==> config.mk <==
export PLATFORM = sky130hd
export DESIGN_NAME = hs_sequencer
export DESIGN_NICKNAME = d
export VERILOG_FILES = /design/src/design/hs_pkg.sv /design/src/design/hs_pin_sync.sv /design/src/design/hs_sequencer.sv
export SDC_FILE = /design/constraint.sdc
export NUM_CORES = 1
export LEC_CHECK = 0
export ABC_AREA = 1
export ABC_CLOCK_PERIOD_IN_PS = 7500
export BUFFER_PORTS_ARGS = -buffer_cell sky130_fd_sc_hd__buf_2
export CAP_MARGIN = 20
export CORE_MARGIN = 8
export CORE_UTILIZATION = 50
export DETAILED_ROUTE_END_ITERATION = 6
export PLACE_DENSITY = 0.79
export REMOVE_ABC_BUFFERS = 1
export SETUP_SLACK_MARGIN = 0.4
export SKIP_CTS_REPAIR_TIMING = 1
export SLEW_MARGIN = 20
export SYNTH_ARGS = -nofsm -noshare
export SYNTH_HDL_FRONTEND = slang
export SYNTH_SLANG_ARGS = --single-unit
export TNS_END_PERCENT = 30
==> constraint.sdc <==
create_clock -name clk_i -period 7.5 [get_ports clk_i]
set_clock_uncertainty 0.2 [all_clocks]
set_input_delay 1.125 -clock clk_i [delete_from_list [all_inputs] [get_ports clk_i]]
set_output_delay 1.125 -clock clk_i [all_outputs]
set_load 0.005 [all_outputs]
==> src/design/hs_pkg.sv <==
package hs_pkg;

  // Encoder phase between two adjacent stopper origin candidates.
  localparam int            PHASE_W        = 10;
  localparam logic [9:0]    PHASE_MAX      = 10'h3e7;
  localparam int            CANDS_PER_REV  = 50;
  localparam int            SPD_W          = 16;
  localparam int            POS_W          = 32;

  // Method setting: the upper bits pick the kind, bit 0 marks auto start.
  localparam logic [3:0]    METHOD_MAX     = 4'h9;
  localparam logic [2:0]    KIND_STOPPER   = 3'h0;
  localparam logic [2:0]    KIND_SENSOR    = 3'h1;
  localparam logic [2:0]    KIND_STOPPER_Z = 3'h2;
  localparam logic [2:0]    KIND_SENSOR_Z  = 3'h3;
  localparam logic [2:0]    KIND_Z_ONLY    = 3'h4;

  // First input line functions.
  localparam logic [1:0]    IN1_ORIGIN     = 2'h1;
  localparam logic [1:0]    IN1_LIMIT_CCW  = 2'h2;
  localparam logic [1:0]    IN1_LIMIT_CW   = 2'h3;

  // Stopper slow-down is speed / 16.
  localparam int            SLOW_SHIFT     = 4;

  // Offset unit scale factors.
  localparam logic [31:0]   OFFS_SCALE_0   = 32'h0000_0001;
  localparam logic [31:0]   OFFS_SCALE_1   = 32'h0000_000a;
  localparam logic [31:0]   OFFS_SCALE_2   = 32'h0000_0064;
  localparam logic [31:0]   OFFS_SCALE_3   = 32'h0000_03e8;

  // Motion status word and warning codes.
  localparam logic [15:0]   ST_MOVING      = 16'h0000;
  localparam logic [15:0]   ST_INPOS       = 16'h0008;
  localparam logic [15:0]   ST_WARN        = 16'h0100;
  localparam logic [7:0]    WARN_NONE      = 8'h00;
  localparam logic [7:0]    WARN_ORIGIN    = 8'h20;

  typedef enum logic [1:0]
  {
    HS_OP_RUN  = 2'h0,
    HS_OP_STOP = 2'h1,
    HS_OP_GOTO = 2'h2
  } hs_op_t;

  typedef struct packed
  {
    hs_op_t                   op;
    logic                     dir;
    logic [SPD_W-1:0]         speed;
    logic [SPD_W-1:0]         accel;
    logic signed [POS_W-1:0]  target;
  } hs_cmd_t;

  typedef struct packed
  {
    logic [3:0]               method;
    logic [SPD_W-1:0]         speed;
    logic [SPD_W-1:0]         accel;
    logic                     dir;
    logic signed [POS_W-1:0]  offset;
    logic [1:0]               offset_unit;
    logic [7:0]               torque_thr;
    logic [1:0]               in1_func;
  } hs_cfg_t;

  typedef struct packed
  {
    logic [7:0]               torque_pct;
    logic [SPD_W-1:0]         speed_mag;
    logic [PHASE_W-1:0]       phase;
    logic signed [POS_W-1:0]  position;
  } hs_fb_t;

endpackage

==> src/design/hs_pin_sync.sv <==
module hs_pin_sync
#(
  parameter int W = 3
)
(
  // Clock and reset.
  input  wire logic         clk_i,
  input  wire logic         rst_b_i,
  // Asynchronous pins in, clean levels and edges out.
  input  wire logic [W-1:0] pin_i,
  output logic      [W-1:0] level_o,
  output logic      [W-1:0] rise_o,
  output logic      [W-1:0] fall_o
);

  logic [W-1:0] meta_q;
  logic [W-1:0] prev_q;

  // The first stage feeds only the second; edges compare stages two and three.
  always_ff @(posedge clk_i or negedge rst_b_i)
  begin
    if (!rst_b_i)
    begin
      meta_q  <= '0;
      level_o <= '0;
      prev_q  <= '0;
    end
    else
    begin
      meta_q  <= pin_i;
      level_o <= meta_q;
      prev_q  <= level_o;
    end
  end

  assign rise_o = level_o & ~prev_q;
  assign fall_o = ~level_o & prev_q;

endmodule

==> src/design/hs_sequencer.sv <==
module hs_sequencer
(
  // Clock and reset.
  input  wire logic                        clk_i,
  input  wire logic                        rst_b_i,
  // Host side: configuration and start.
  input  wire hs_pkg::hs_cfg_t             cfg_i,
  input  wire logic                        start_i,
  // Motion side: feedback and completion of the last command.
  input  wire hs_pkg::hs_fb_t              fb_i,
  input  wire logic                        motion_done_i,
  // Pins from outside the clock domain.
  input  wire logic                        first_input_line_i,
  input  wire logic                        limit_home_dir_i,
  input  wire logic                        z_pulse_i,
  // Motion commands.
  output hs_pkg::hs_cmd_t                  cmd_o,
  output logic                             cmd_valid_o,
  // Results and status.
  output logic [hs_pkg::PHASE_W-1:0]       stopper_phase_o,
  output logic                             stopper_phase_valid_o,
  output logic signed [hs_pkg::POS_W-1:0]  origin_pos_o,
  output logic                             origin_set_o,
  output logic                             busy_o,
  output logic                             done_o,
  output logic [15:0]                      motion_status_word_o,
  output logic [7:0]                       warning_code_o
);
  import hs_pkg::*;

  typedef enum logic [3:0]
  {
    S_IDLE      = 4'h0,
    S_CHECK     = 4'h1,
    S_SEEK      = 4'h3,
    S_SEEK_STOP = 4'h2,
    S_RETURN    = 4'h6,
    S_ZSEEK     = 4'h7,
    S_ZSTOP     = 4'h5,
    S_FINISH    = 4'h4,
    S_ESCAPE    = 4'hc,
    S_ESC_STOP  = 4'hd,
    S_LIMIT_REV = 4'hf,
    S_WARN      = 4'he
  } hs_state_t;

  hs_state_t               state_q;
  hs_state_t               state_d;
  hs_cmd_t                 cmd_d;
  logic                    cmd_go;
  logic                    cap_seek;
  logic                    cap_z;
  logic                    auto_q;
  logic                    start_ok;
  logic [2:0]              kind;
  logic                    uses_sensor;
  logic                    uses_stopper;
  logic                    with_z;
  logic                    hit;
  logic                    slow;
  logic [SPD_W-1:0]        slow_lim;
  logic                    sens_lvl;
  logic                    sens_rise;
  logic                    sens_fall;
  logic                    lim_lvl;
  logic                    z_rise;
  logic [2:0]              pin_lvl;
  logic [2:0]              pin_rise;
  logic [2:0]              pin_fall;
  logic signed [POS_W-1:0] edge_pos_q;
  logic signed [POS_W-1:0] base_pos_q;

  hs_pin_sync
  #(
    .W (3)
  )
  u_sync
  (
    .clk_i   (clk_i),
    .rst_b_i (rst_b_i),
    .pin_i   ({z_pulse_i, limit_home_dir_i, first_input_line_i}),
    .level_o (pin_lvl),
    .rise_o  (pin_rise),
    .fall_o  (pin_fall)
  );

  assign sens_lvl  = pin_lvl[0];
  assign sens_rise = pin_rise[0];
  assign sens_fall = pin_fall[0];
  assign lim_lvl   = pin_lvl[1];
  assign z_rise    = pin_rise[2];

  // Method decoding.
  function automatic logic [2:0] method_kind(input logic [3:0] m);
    method_kind = m[3:1];
  endfunction

  // Offset scaled by its unit.
  function automatic logic signed [POS_W-1:0] scaled_offset
  (
    input logic signed [POS_W-1:0] off,
    input logic [1:0]              unit
  );
    logic [31:0] k;
    k = OFFS_SCALE_0;
    case (unit)
      2'h1:    k = OFFS_SCALE_1;
      2'h2:    k = OFFS_SCALE_2;
      2'h3:    k = OFFS_SCALE_3;
      default: k = OFFS_SCALE_0;
    endcase
    scaled_offset = POS_W'(off * $signed(k));
  endfunction

  // One command image built from the configured motion settings.
  function automatic hs_cmd_t make_cmd
  (
    input hs_op_t                  op,
    input logic                    dir,
    input logic [SPD_W-1:0]        spd,
    input logic [SPD_W-1:0]        acc,
    input logic signed [POS_W-1:0] tgt
  );
    make_cmd.op     = op;
    make_cmd.dir    = dir;
    make_cmd.speed  = spd;
    make_cmd.accel  = acc;
    make_cmd.target = tgt;
  endfunction

  assign kind         = method_kind(cfg_i.method);
  assign uses_sensor  = (kind == KIND_SENSOR) || (kind == KIND_SENSOR_Z);
  assign uses_stopper = (kind == KIND_STOPPER) || (kind == KIND_STOPPER_Z);
  assign with_z       = (kind == KIND_STOPPER_Z) || (kind == KIND_SENSOR_Z);

  // A command start, or one automatic start after reset for odd methods.
  assign start_ok = (cfg_i.method <= METHOD_MAX)
                  && (start_i || (auto_q && cfg_i.method[0]));

  // Torque and speed feedback are same-clock values; the motor is
  // considered stalled once its torque reaches the threshold and it has slowed to a sixteenth of the set speed.
  assign slow_lim = cfg_i.speed >> SLOW_SHIFT;
  assign slow     = fb_i.speed_mag <= slow_lim;
  always_comb
  begin
    hit = 1'b0;
    case (kind)
      KIND_STOPPER,
      KIND_STOPPER_Z: hit = (fb_i.torque_pct >= cfg_i.torque_thr) && slow;
      KIND_SENSOR,
      KIND_SENSOR_Z:  hit = sens_rise;
      KIND_Z_ONLY:    hit = z_rise;
      default:        hit = 1'b0;
    endcase
  end

  always_ff @(posedge clk_i or negedge rst_b_i)
  begin
    if (!rst_b_i)
      auto_q <= 1'b1;
    else if (state_q == S_IDLE)
      auto_q <= 1'b0;
  end

  always_comb
  begin
    state_d  = state_q;
    cmd_go   = 1'b0;
    cmd_d    = cmd_o;
    cap_seek = 1'b0;
    cap_z    = 1'b0;
    case (state_q)
      S_IDLE:
      begin
        if (start_ok)
          state_d = S_CHECK;
      end
      S_CHECK:
      begin
        cmd_go = 1'b1;
        if (uses_sensor && (cfg_i.in1_func != IN1_ORIGIN))
        begin
          cmd_go  = 1'b0;
          state_d = S_WARN;
        end
        else if (uses_sensor && sens_lvl)
        begin
          state_d = S_ESCAPE;
          cmd_d   = make_cmd(HS_OP_RUN, ~cfg_i.dir, cfg_i.speed, cfg_i.accel, '0);
        end
        else
        begin
          state_d = S_SEEK;
          cmd_d   = make_cmd(HS_OP_RUN, cfg_i.dir, cfg_i.speed, cfg_i.accel, '0);
        end
      end
      S_SEEK:
      begin
        if (uses_sensor && lim_lvl)
        begin
          state_d = S_LIMIT_REV;
          cmd_go  = 1'b1;
          cmd_d   = make_cmd(HS_OP_RUN, ~cfg_i.dir, SPD_W'(cfg_i.speed << 1),
                             cfg_i.accel, '0);
        end
        else if (hit)
        begin
          state_d  = S_SEEK_STOP;
          cap_seek = 1'b1;
          cmd_go   = 1'b1;
          cmd_d    = make_cmd(HS_OP_STOP, cfg_i.dir, cfg_i.speed, cfg_i.accel, '0);
        end
      end
      S_LIMIT_REV:
      begin
        if (sens_lvl)
        begin
          state_d = S_ESCAPE;
          cmd_go  = 1'b1;
          cmd_d   = make_cmd(HS_OP_RUN, ~cfg_i.dir, cfg_i.speed, cfg_i.accel, '0);
        end
      end
      S_ESCAPE:
      begin
        if (sens_fall)
        begin
          state_d = S_ESC_STOP;
          cmd_go  = 1'b1;
          cmd_d   = make_cmd(HS_OP_STOP, ~cfg_i.dir, cfg_i.speed, cfg_i.accel, '0);
        end
      end
      S_ESC_STOP:
      begin
        if (motion_done_i)
        begin
          state_d = S_SEEK;
          cmd_go  = 1'b1;
          cmd_d   = make_cmd(HS_OP_RUN, cfg_i.dir, cfg_i.speed, cfg_i.accel, '0);
        end
      end
      S_SEEK_STOP:
      begin
        if (motion_done_i)
        begin
          if (uses_sensor)
          begin
            state_d = S_RETURN;
            cmd_go  = 1'b1;
            cmd_d   = make_cmd(HS_OP_GOTO, cfg_i.dir, cfg_i.speed, cfg_i.accel,
                               edge_pos_q);
          end
          else if (with_z)
          begin
            state_d = S_ZSEEK;
            cmd_go  = 1'b1;
            cmd_d   = make_cmd(HS_OP_RUN, ~cfg_i.dir, cfg_i.speed, cfg_i.accel, '0);
          end
          else
            state_d = S_FINISH;
        end
      end
      S_RETURN:
      begin
        if (motion_done_i)
        begin
          if (with_z)
          begin
            state_d = S_ZSEEK;
            cmd_go  = 1'b1;
            cmd_d   = make_cmd(HS_OP_RUN, ~cfg_i.dir, cfg_i.speed, cfg_i.accel, '0);
          end
          else
            state_d = S_FINISH;
        end
      end
      S_ZSEEK:
      begin
        if (z_rise)
        begin
          state_d = S_ZSTOP;
          cap_z   = 1'b1;
          cmd_go  = 1'b1;
          cmd_d   = make_cmd(HS_OP_STOP, ~cfg_i.dir, cfg_i.speed, cfg_i.accel, '0);
        end
      end
      S_ZSTOP:
      begin
        if (motion_done_i)
          state_d = S_FINISH;
      end
      S_FINISH: state_d = S_IDLE;
      S_WARN:   state_d = S_IDLE;
      default:  state_d = S_IDLE;
    endcase
  end

  always_ff @(posedge clk_i or negedge rst_b_i)
  begin
    if (!rst_b_i)
      state_q <= S_IDLE;
    else
      state_q <= state_d;
  end

  always_ff @(posedge clk_i or negedge rst_b_i)
  begin
    if (!rst_b_i)
    begin
      cmd_o       <= '0;
      cmd_valid_o <= 1'b0;
    end
    else
    begin
      cmd_o       <= cmd_d;
      cmd_valid_o <= cmd_go;
    end
  end

  // Capture of the stopper phase and of the reference positions. The
  // stopper origin is the phase-0 point of the cycle the stall fell in,
  // so without a Z search it does not depend on where the Z pulse lies; with one, the Z edge position replaces it.
  always_ff @(posedge clk_i or negedge rst_b_i)
  begin
    if (!rst_b_i)
    begin
      edge_pos_q            <= '0;
      base_pos_q            <= '0;
      stopper_phase_o       <= '0;
      stopper_phase_valid_o <= 1'b0;
    end
    else if (cap_seek)
    begin
      edge_pos_q <= fb_i.position;
      if (uses_stopper)
      begin
        stopper_phase_o       <= fb_i.phase;
        stopper_phase_valid_o <= 1'b1;
        base_pos_q            <= fb_i.position - POS_W'(fb_i.phase);
      end
      else
        base_pos_q <= fb_i.position;
    end
    else if (cap_z)
      base_pos_q <= fb_i.position;
    else if (state_q == S_IDLE && start_ok)
      stopper_phase_valid_o <= 1'b0;
  end

  always_ff @(posedge clk_i or negedge rst_b_i)
  begin
    if (!rst_b_i)
    begin
      origin_pos_o <= '0;
      origin_set_o <= 1'b0;
    end
    else
    begin
      origin_set_o <= (state_q == S_FINISH);
      if (state_q == S_FINISH)
      begin
        if (kind == KIND_Z_ONLY)
          origin_pos_o <= base_pos_q;
        else
          origin_pos_o <= base_pos_q
                        + scaled_offset(cfg_i.offset, cfg_i.offset_unit);
      end
    end
  end

  // Busy covers the whole run; done holds until the next start.
  always_ff @(posedge clk_i or negedge rst_b_i)
  begin
    if (!rst_b_i)
    begin
      busy_o               <= 1'b0;
      done_o               <= 1'b0;
      motion_status_word_o <= ST_INPOS;
      warning_code_o       <= WARN_NONE;
    end
    else
    begin
      // The warning pass keeps busy up until the warning status shows, so the
      // host never sees an idle flag next to a moving status word.
      busy_o <= (state_d != S_IDLE);
      if (state_q == S_IDLE && start_ok)
      begin
        done_o               <= 1'b0;
        motion_status_word_o <= ST_MOVING;
        warning_code_o       <= WARN_NONE;
      end
      else if (state_q == S_WARN)
      begin
        motion_status_word_o <= ST_WARN | ST_INPOS;
        warning_code_o       <= WARN_ORIGIN;
      end
      else if (state_q == S_FINISH)
      begin
        done_o               <= 1'b1;
        motion_status_word_o <= ST_INPOS;
      end
    end
  end

endmodule

Yosys cells after proc, flatten, opt, wreduce, memory -nomap -nowiden
Cells that the tools add are included. Widths: inputs -> output; s select.

Flip-flop bits (word level): 216. Input port bits: 154. Word-level logic and storage cells: 151. Output and inout port bits: 138.

Mux-type cells: 63. Multiply operators: 1. $add $sub $neg: 2. Equal/unequal tests: 30. Reduce and logical (&&, ||, !) cells: 26. Bitwise gates (word level): 5. Order comparisons: 3.

Operator list (number): $mux 67 (11); $pmux 67 s8 (1); $mux 32 (6); $mux 65 (1); $mux 16 (3); $mux 4 (12); $pmux 4 s10 (1); $add 32x32->32 (1); $mul 32x32->32 (1); $sub 32x10->32 (1); $pmux 10 s3 (1); $mux 1 (21); $eq 4x3->1 const B (4); $eq 4x4->1 const B (4); $le 16x12->1 (1); $mux 8 (2); $ne 2x2->1 const B (8); $reduce_and 9->1 (1); $eq 4x2->1 const B (2); $ge 8x8->1 (1); $pmux 1 s8 (1); $reduce_bool 2->1 (4); $reduce_bool 8->1 (1); $logic_and 1x1->1 (7); other kinds (23) (34).

Longest topological paths before layout
Word-level depth: 8. Mapped depth: 34. Mapped depth without buffers: 32.

By module
A second synthesis with hierarchy kept.

Cells, all modules: 3149. Area total of the unflattened synthesis: 22479.1 µm².

By module, submodules not included: hs_sequencer (cells each 3128, seq. area each 4657.0 µm², times used 1, area an instance 22208.8 µm²); hs_pin_sync (cells each 21, seq. area each 225.2 µm², times used 1, area an instance 270.3 µm²).

Least setup slack after synthesis
Ideal clock, no wire load.

Path kind: in2reg. Start: input cfg_i[10] (netlist name). End: register origin_pos_o[25] (netlist name). Buffers on the path: 3. Library setup time: 66 ps. Data required time: 7234 ps. Arrival: 7053 ps. Stages on the path: 29. Setup slack: 181 ps. Path through: clkbuf_1 -> clkbuf_1 -> buf_1 -> nand2_1 -> nor2_1 -> fa_1 -> fa_1 -> fa_1 -> inv_1 -> fa_1 -> inv_1 -> ha_1 -> ha_1 -> fa_1 -> inv_1 -> fa_1 -> inv_1 -> ha_1 -> a21oi_1 -> nor2_1 -> nor2_1 -> nor2_1 -> o21ai_0 -> nand3_1 -> nand2_1 -> inv_1 -> o21ai_0 -> nand3_1 -> nand2_1.

Word-level cells in the longest chain between the ends: 7. Elaborated cells between the ends (all ways): 9. Classes of those cells: add/sub: 1; mul: 1; eq/ne: 3; mux: 4.

RTL lines: start, declared (RTL line hs_sequencer.sv:7) `input wire hs_pkg::hs_cfg_t cfg_i,`; $eq 2x2->1 or $eq 2x1->1 (tied branches) (RTL line hs_sequencer.sv:106) `case (unit)`; $pmux 10 s3 * (RTL line hs_sequencer.sv:106); $mux 32 * (RTL line hs_sequencer.sv:361) `if (kind == KIND_Z_ONLY)`; $mux 32 * (RTL line hs_sequencer.sv:359) `if (state_q == S_FINISH)`; $mul 32x32->32 * (RTL line hs_sequencer.sv:112) `scaled_offset = POS_W'(off * $signed(k));`; $add 32x32->32 * (RTL line hs_sequencer.sv:365) `+ scaled_offset(cfg_i.offset, cfg_i.offset_unit);`; $mux 32 * (RTL line hs_sequencer.sv:361); end signal, assigned (RTL line hs_sequencer.sv:362) `origin_pos_o <= base_pos_q;`; end signal, assigned (RTL line hs_sequencer.sv:364) `origin_pos_o <= base_pos_q`; end, declared (RTL line hs_sequencer.sv:22) `output logic signed [hs_pkg::POS_W-1:0] origin_pos_o,`.

Mark *: on every way between the ends. The rest lies on a longest branch, timed or not. The select of a mux whose other input is x is not followed. A chain may end at the register's enable or synchronous reset.

Worst setup path after layout
Same ends and word-level chain as after synthesis.

==> tab_implementation.tex <==
\begin{tabular}{lr}
\hline
Metric & Value \\
\hline
\multicolumn{2}{l}{\textbf{GRT}} \\
Maximum number of pins on one net before global-route repair & 119 \\
Global-route total usage across every layer & 24.9\% \\
Initial antenna violation count & 11 \\
Global-route wire length before repair & 101000 um \\
Number of global-route vias before repair & 19500 \\
Remaining global-route overflow & 0 \\
\multicolumn{2}{l}{\textbf{Logic synthesis}} \\
Synthesized area divided by synthesized cell count & 7.26 um2 \\
Ys Warns & 0 \\
Sequential area share after synthesis & 22.6\% \\
Number of flops mapped to enable cells by yosys & 0 \\
Post-synthesis cell type count & 46 \\
Area of the mapped netlist & 0.0215 mm2 \\
Post-Syn Instances & 2965 \\
Post-synthesis register bit count & 194 \\
Share of flip-flops with an asynchronous set or reset & 100\% \\
Synth Flop Type & sky130\_fd\_sc\_hd\_\_dfrtp\_1 \\
\multicolumn{2}{l}{\textbf{Detailed routing}} \\
Detail Route Antenna Nets & 0 \\
DR iter-0 viols & 1556 \\
Count of TritonRoute iterations in the first routing pass & 6 \\
Number of vias per cell & 5.24 \\
Total number of vias & 20000 \\
DRC & 0 \\
Final wirelength & 63300 um \\
Avg WL per Cell & 16.6 um \\
\multicolumn{2}{l}{\textbf{Floorplanning}} \\
Width of the die & 224 um \\
Initial core utilization & 50.3\% \\
Vertical extent of the die & 224 um \\
Total die area & 0.0500 mm2 \\
Placeable Area & 0.0428 mm2 \\
I/O pin count & 292 \\
Row cnt & 76 \\
\multicolumn{2}{l}{\textbf{Clock network}} \\
CTS Root Buffer Type & sky130\_fd\_sc\_hd\_\_clkbuf\_16 \\
H-tree level count & 4 \\
Number of clock sinks & 194 \\
Register clock-pin slew on the reported worst setup and hold paths & 80 ps \\
Maximum buffer depth of the clock tree & 2 \\
Clock tree from TritonCTS & yes \\
Clock latency on the worst-skew pair & 440 ps \\
Inserted Clock Buffers & 17 \\
\multicolumn{2}{l}{\textbf{Finish}} \\
Post-layout instance count excluding filler cells & 3820 \\
Ratio of cells with drive above 1 in the final layout & 15.6\% \\
Signed area change from the synthesized netlist to the final layout & 15.7\% \\
Number of fillers in the final layout & 3990 \\
Final net count & 3808 \\
\multicolumn{2}{l}{\textbf{Setup path}} \\
CP Max Fanout & 18 \\
Most frequent CP cell & sky130\_fd\_sc\_hd\_\_fa\_1 \\
Worst-path cell with the longest stage delay & sky130\_fd\_sc\_hd\_\_fa\_1 \\
Crit-path max cell delay & 540 ps \\
Data arrival time at the worst-slack endpoint & 7110 ps \\
Startpoint of the most critical register-to-register path & base\_pos\_q[19]\$\_DFFE\_PN0P\_ \\
Data required time of the worst path & 7680 ps \\
Reg-to-reg endpoint & origin\_pos\_o[22]\$\_DFFE\_PN0P\_ \\
Worst r2r path cells & 24 \\
Kind of start point of the critical path & primary input \\
Crit. End Element & flip-flop \\
CP Capture Point & origin\_pos\_o[25]\$\_DFFE\_PN0P\_ \\
Setup slack on the worst flop-to-flop path & 1370 ps \\
Worst Setup SP & cfg\_i[10] \\
Category of the most critical setup path & primary input to flip-flop \\
\multicolumn{2}{l}{\textbf{STA}} \\
Portion of the clock cycle consumed by the worst path in the final layout & 92.4\% \\
Fin. Hold Viols & 0 \\
Max transition margin & 34.0\% \\
Transition at the pin with the smallest max-transition slack & 987 ps \\
Slew Viols, Final & 0 \\
Final setup fails & 0 \\
Upper clock frequency limit & 144 MHz \\
Shortest period the worst path allows & 6930 ps \\
RSZ-0062 raised after global routing & yes \\
\multicolumn{2}{l}{\textbf{Status}} \\
Result of the run & complete, no violations \\
\multicolumn{2}{l}{\textbf{Placement}} \\
Dpl hpwl & 51500 um \\
Count of placed standard cells including taps & 3775 \\
Gpl congestion & 0.970 \\
Port Buffer Count & 270 \\
\multicolumn{2}{l}{\textbf{Min path}} \\
Tightest Hold Check Type & flip-flop to flip-flop \\
\multicolumn{2}{l}{\textbf{Run}} \\
Maxcap violations & 0 \\
\hline
\end{tabular}
==> worst min path at each step <==
stage / startpoint / to / slack [ps] / cells past startpoint
floorplan: u_sync.meta_q[0]$_DFF_PN0_ / u_sync.level_o[0]$_DFF_PN0_ / 130 / 0
global placement: u_sync.meta_q[0]$_DFF_PN0_ / u_sync.level_o[0]$_DFF_PN0_ / 130 / 0
detailed placement: u_sync.meta_q[0]$_DFF_PN0_ / u_sync.level_o[0]$_DFF_PN0_ / 140 / 0
CTS: u_sync.meta_q[1]$_DFF_PN0_ / u_sync.level_o[1]$_DFF_PN0_ / 150 / 0
global route: u_sync.meta_q[1]$_DFF_PN0_ / u_sync.level_o[1]$_DFF_PN0_ / 150 / 0
finish: u_sync.meta_q[1]$_DFF_PN0_ / u_sync.level_o[1]$_DFF_PN0_ / 150 / 0
==> logic make-up (layout without fill, tap and decap cells) <==
family / after synthesis / count (layout) / synth area share [%]
simple gates: 1319 / 1319 / 24.8
buf+inv: 694 / 977 / 12.6
fa+ha+maj: 399 / 399 / 30.1
compound gates: 334 / 334 / 8.92
flops: 194 / 194 / 22.6
xor+xnor: 24 / 24 / 0.976
other cells: 1 / 27 / 0.0174
==> state kept, by name, summed over array words and instances, names as in the netlist, 2 cells and up <==
signal and count:
motion_status_word_o 2, stopper_phase_o 10, edge_pos_q 32, state_q 4, base_pos_q 32, u_sync.meta_q 3, cmd_o 67, u_sync.level_o 3
origin_pos_o 32, u_sync.prev_q 2
==> layer usage <==
metal	part of all wire [%]	global-route usage [%]	wire length, um
met5	0.10	0	66
met4	2.5	6.61	1560
met3	7.2	4.71	4580
met2	47	40.6	29500
met1	44	33.9	27600
==> synth_stat cells (4+ instances only) <==
cell | n | area [um2]
sky130_fd_sc_hd__nor3_1 | 14 | 70.1
sky130_fd_sc_hd__xnor2_1 | 14 | 123
sky130_fd_sc_hd__a32oi_1 | 30 | 263
sky130_fd_sc_hd__o21bai_1 | 4 | 30.0
sky130_fd_sc_hd__nand2_1 | 849 | 3190
sky130_fd_sc_hd__nand3_1 | 173 | 866
sky130_fd_sc_hd__a21oi_1 | 77 | 385
sky130_fd_sc_hd__o21ai_2 | 4 | 35.0
sky130_fd_sc_hd__inv_1 | 572 | 2150
sky130_fd_sc_hd__clkbuf_1 | 62 | 233
sky130_fd_sc_hd__ha_1 | 200 | 2500
sky130_fd_sc_hd__xor2_1 | 10 | 87.6
sky130_fd_sc_hd__dfrtp_1 | 192 | 4800
sky130_fd_sc_hd__o21a_1 | 6 | 45.0
sky130_fd_sc_hd__a21o_1 | 4 | 30.0
sky130_fd_sc_hd__buf_1 | 15 | 56.3
sky130_fd_sc_hd__nand3b_1 | 4 | 30.0
sky130_fd_sc_hd__buf_2 | 14 | 70.1
sky130_fd_sc_hd__o211ai_1 | 14 | 105
sky130_fd_sc_hd__o21ai_0 | 136 | 681
sky130_fd_sc_hd__nor2_1 | 233 | 875
sky130_fd_sc_hd__or2_2 | 6 | 37.5
sky130_fd_sc_hd__fa_1 | 199 | 3980
sky130_fd_sc_hd__nand2_2 | 4 | 25.0
sky130_fd_sc_hd__o21ai_1 | 41 | 205
sky130_fd_sc_hd__inv_2 | 6 | 22.5
sky130_fd_sc_hd__nand4_1 | 30 | 188
sky130_fd_sc_hd__buf_4 | 21 | 158
==> worst max-delay path: cells and delay by family <==
family	cells	cell delay, ps
compound gates	1	180
fa+ha+maj	9	3970
buf+inv	8	800
simple gates	9	1020
==> cell type report <==
| cell class | instances | area [um2] | area share, % |
|---|---|---|---|
| antenna | 6 | 15.0 | 0.0602 |
| clock buffer | 18 | 429 | 1.72 |
| clock inverter | 14 | 150 | 0.602 |
| inverter | 579 | 2180 | 8.73 |
| multi-input combinational | 2097 | 14400 | 57.9 |
| sequential | 194 | 4860 | 19.5 |
| tap | 546 | 683 | 2.74 |
| timing repair buffer | 366 | 2180 | 8.74 |
==> metrics by stage <==
step / instance area (um2) / hold slack (ps) / worst slack, ps / utilization (%) / TNS, ps
6_report: 24900 / 152 / 567 / 58.3 / 0
5_1_grt: 24900 / 155 / 357 / 58.2 / 0
4_1_cts: 24400 / 154 / 337 / 57.0 / 0
3_5_place_dp: 23800 / 136 / -105 / 55.7 / -145
3_3_place_gp: 23800 / 134 / -32.5 / 55.7 / -32.5
2_1_floorplan: 21100 / 131 / 168 / - / 0
==> layout by cell type, fill, tap and decap left out, drive strengths merged, types with 21 or more instances in the layout <==
master and n:
a21oi 77, a32oi 30, buf 363, clkbuf 21, conb 21, dfrtp 192, fa 199, ha 200
inv 583, nand2 853, nand3 173, nand4 31, nor2 233, o21ai 181
Power is not shown: default switching activity piles up to over one toggle a cycle in this logic, so the estimate is an artifact.
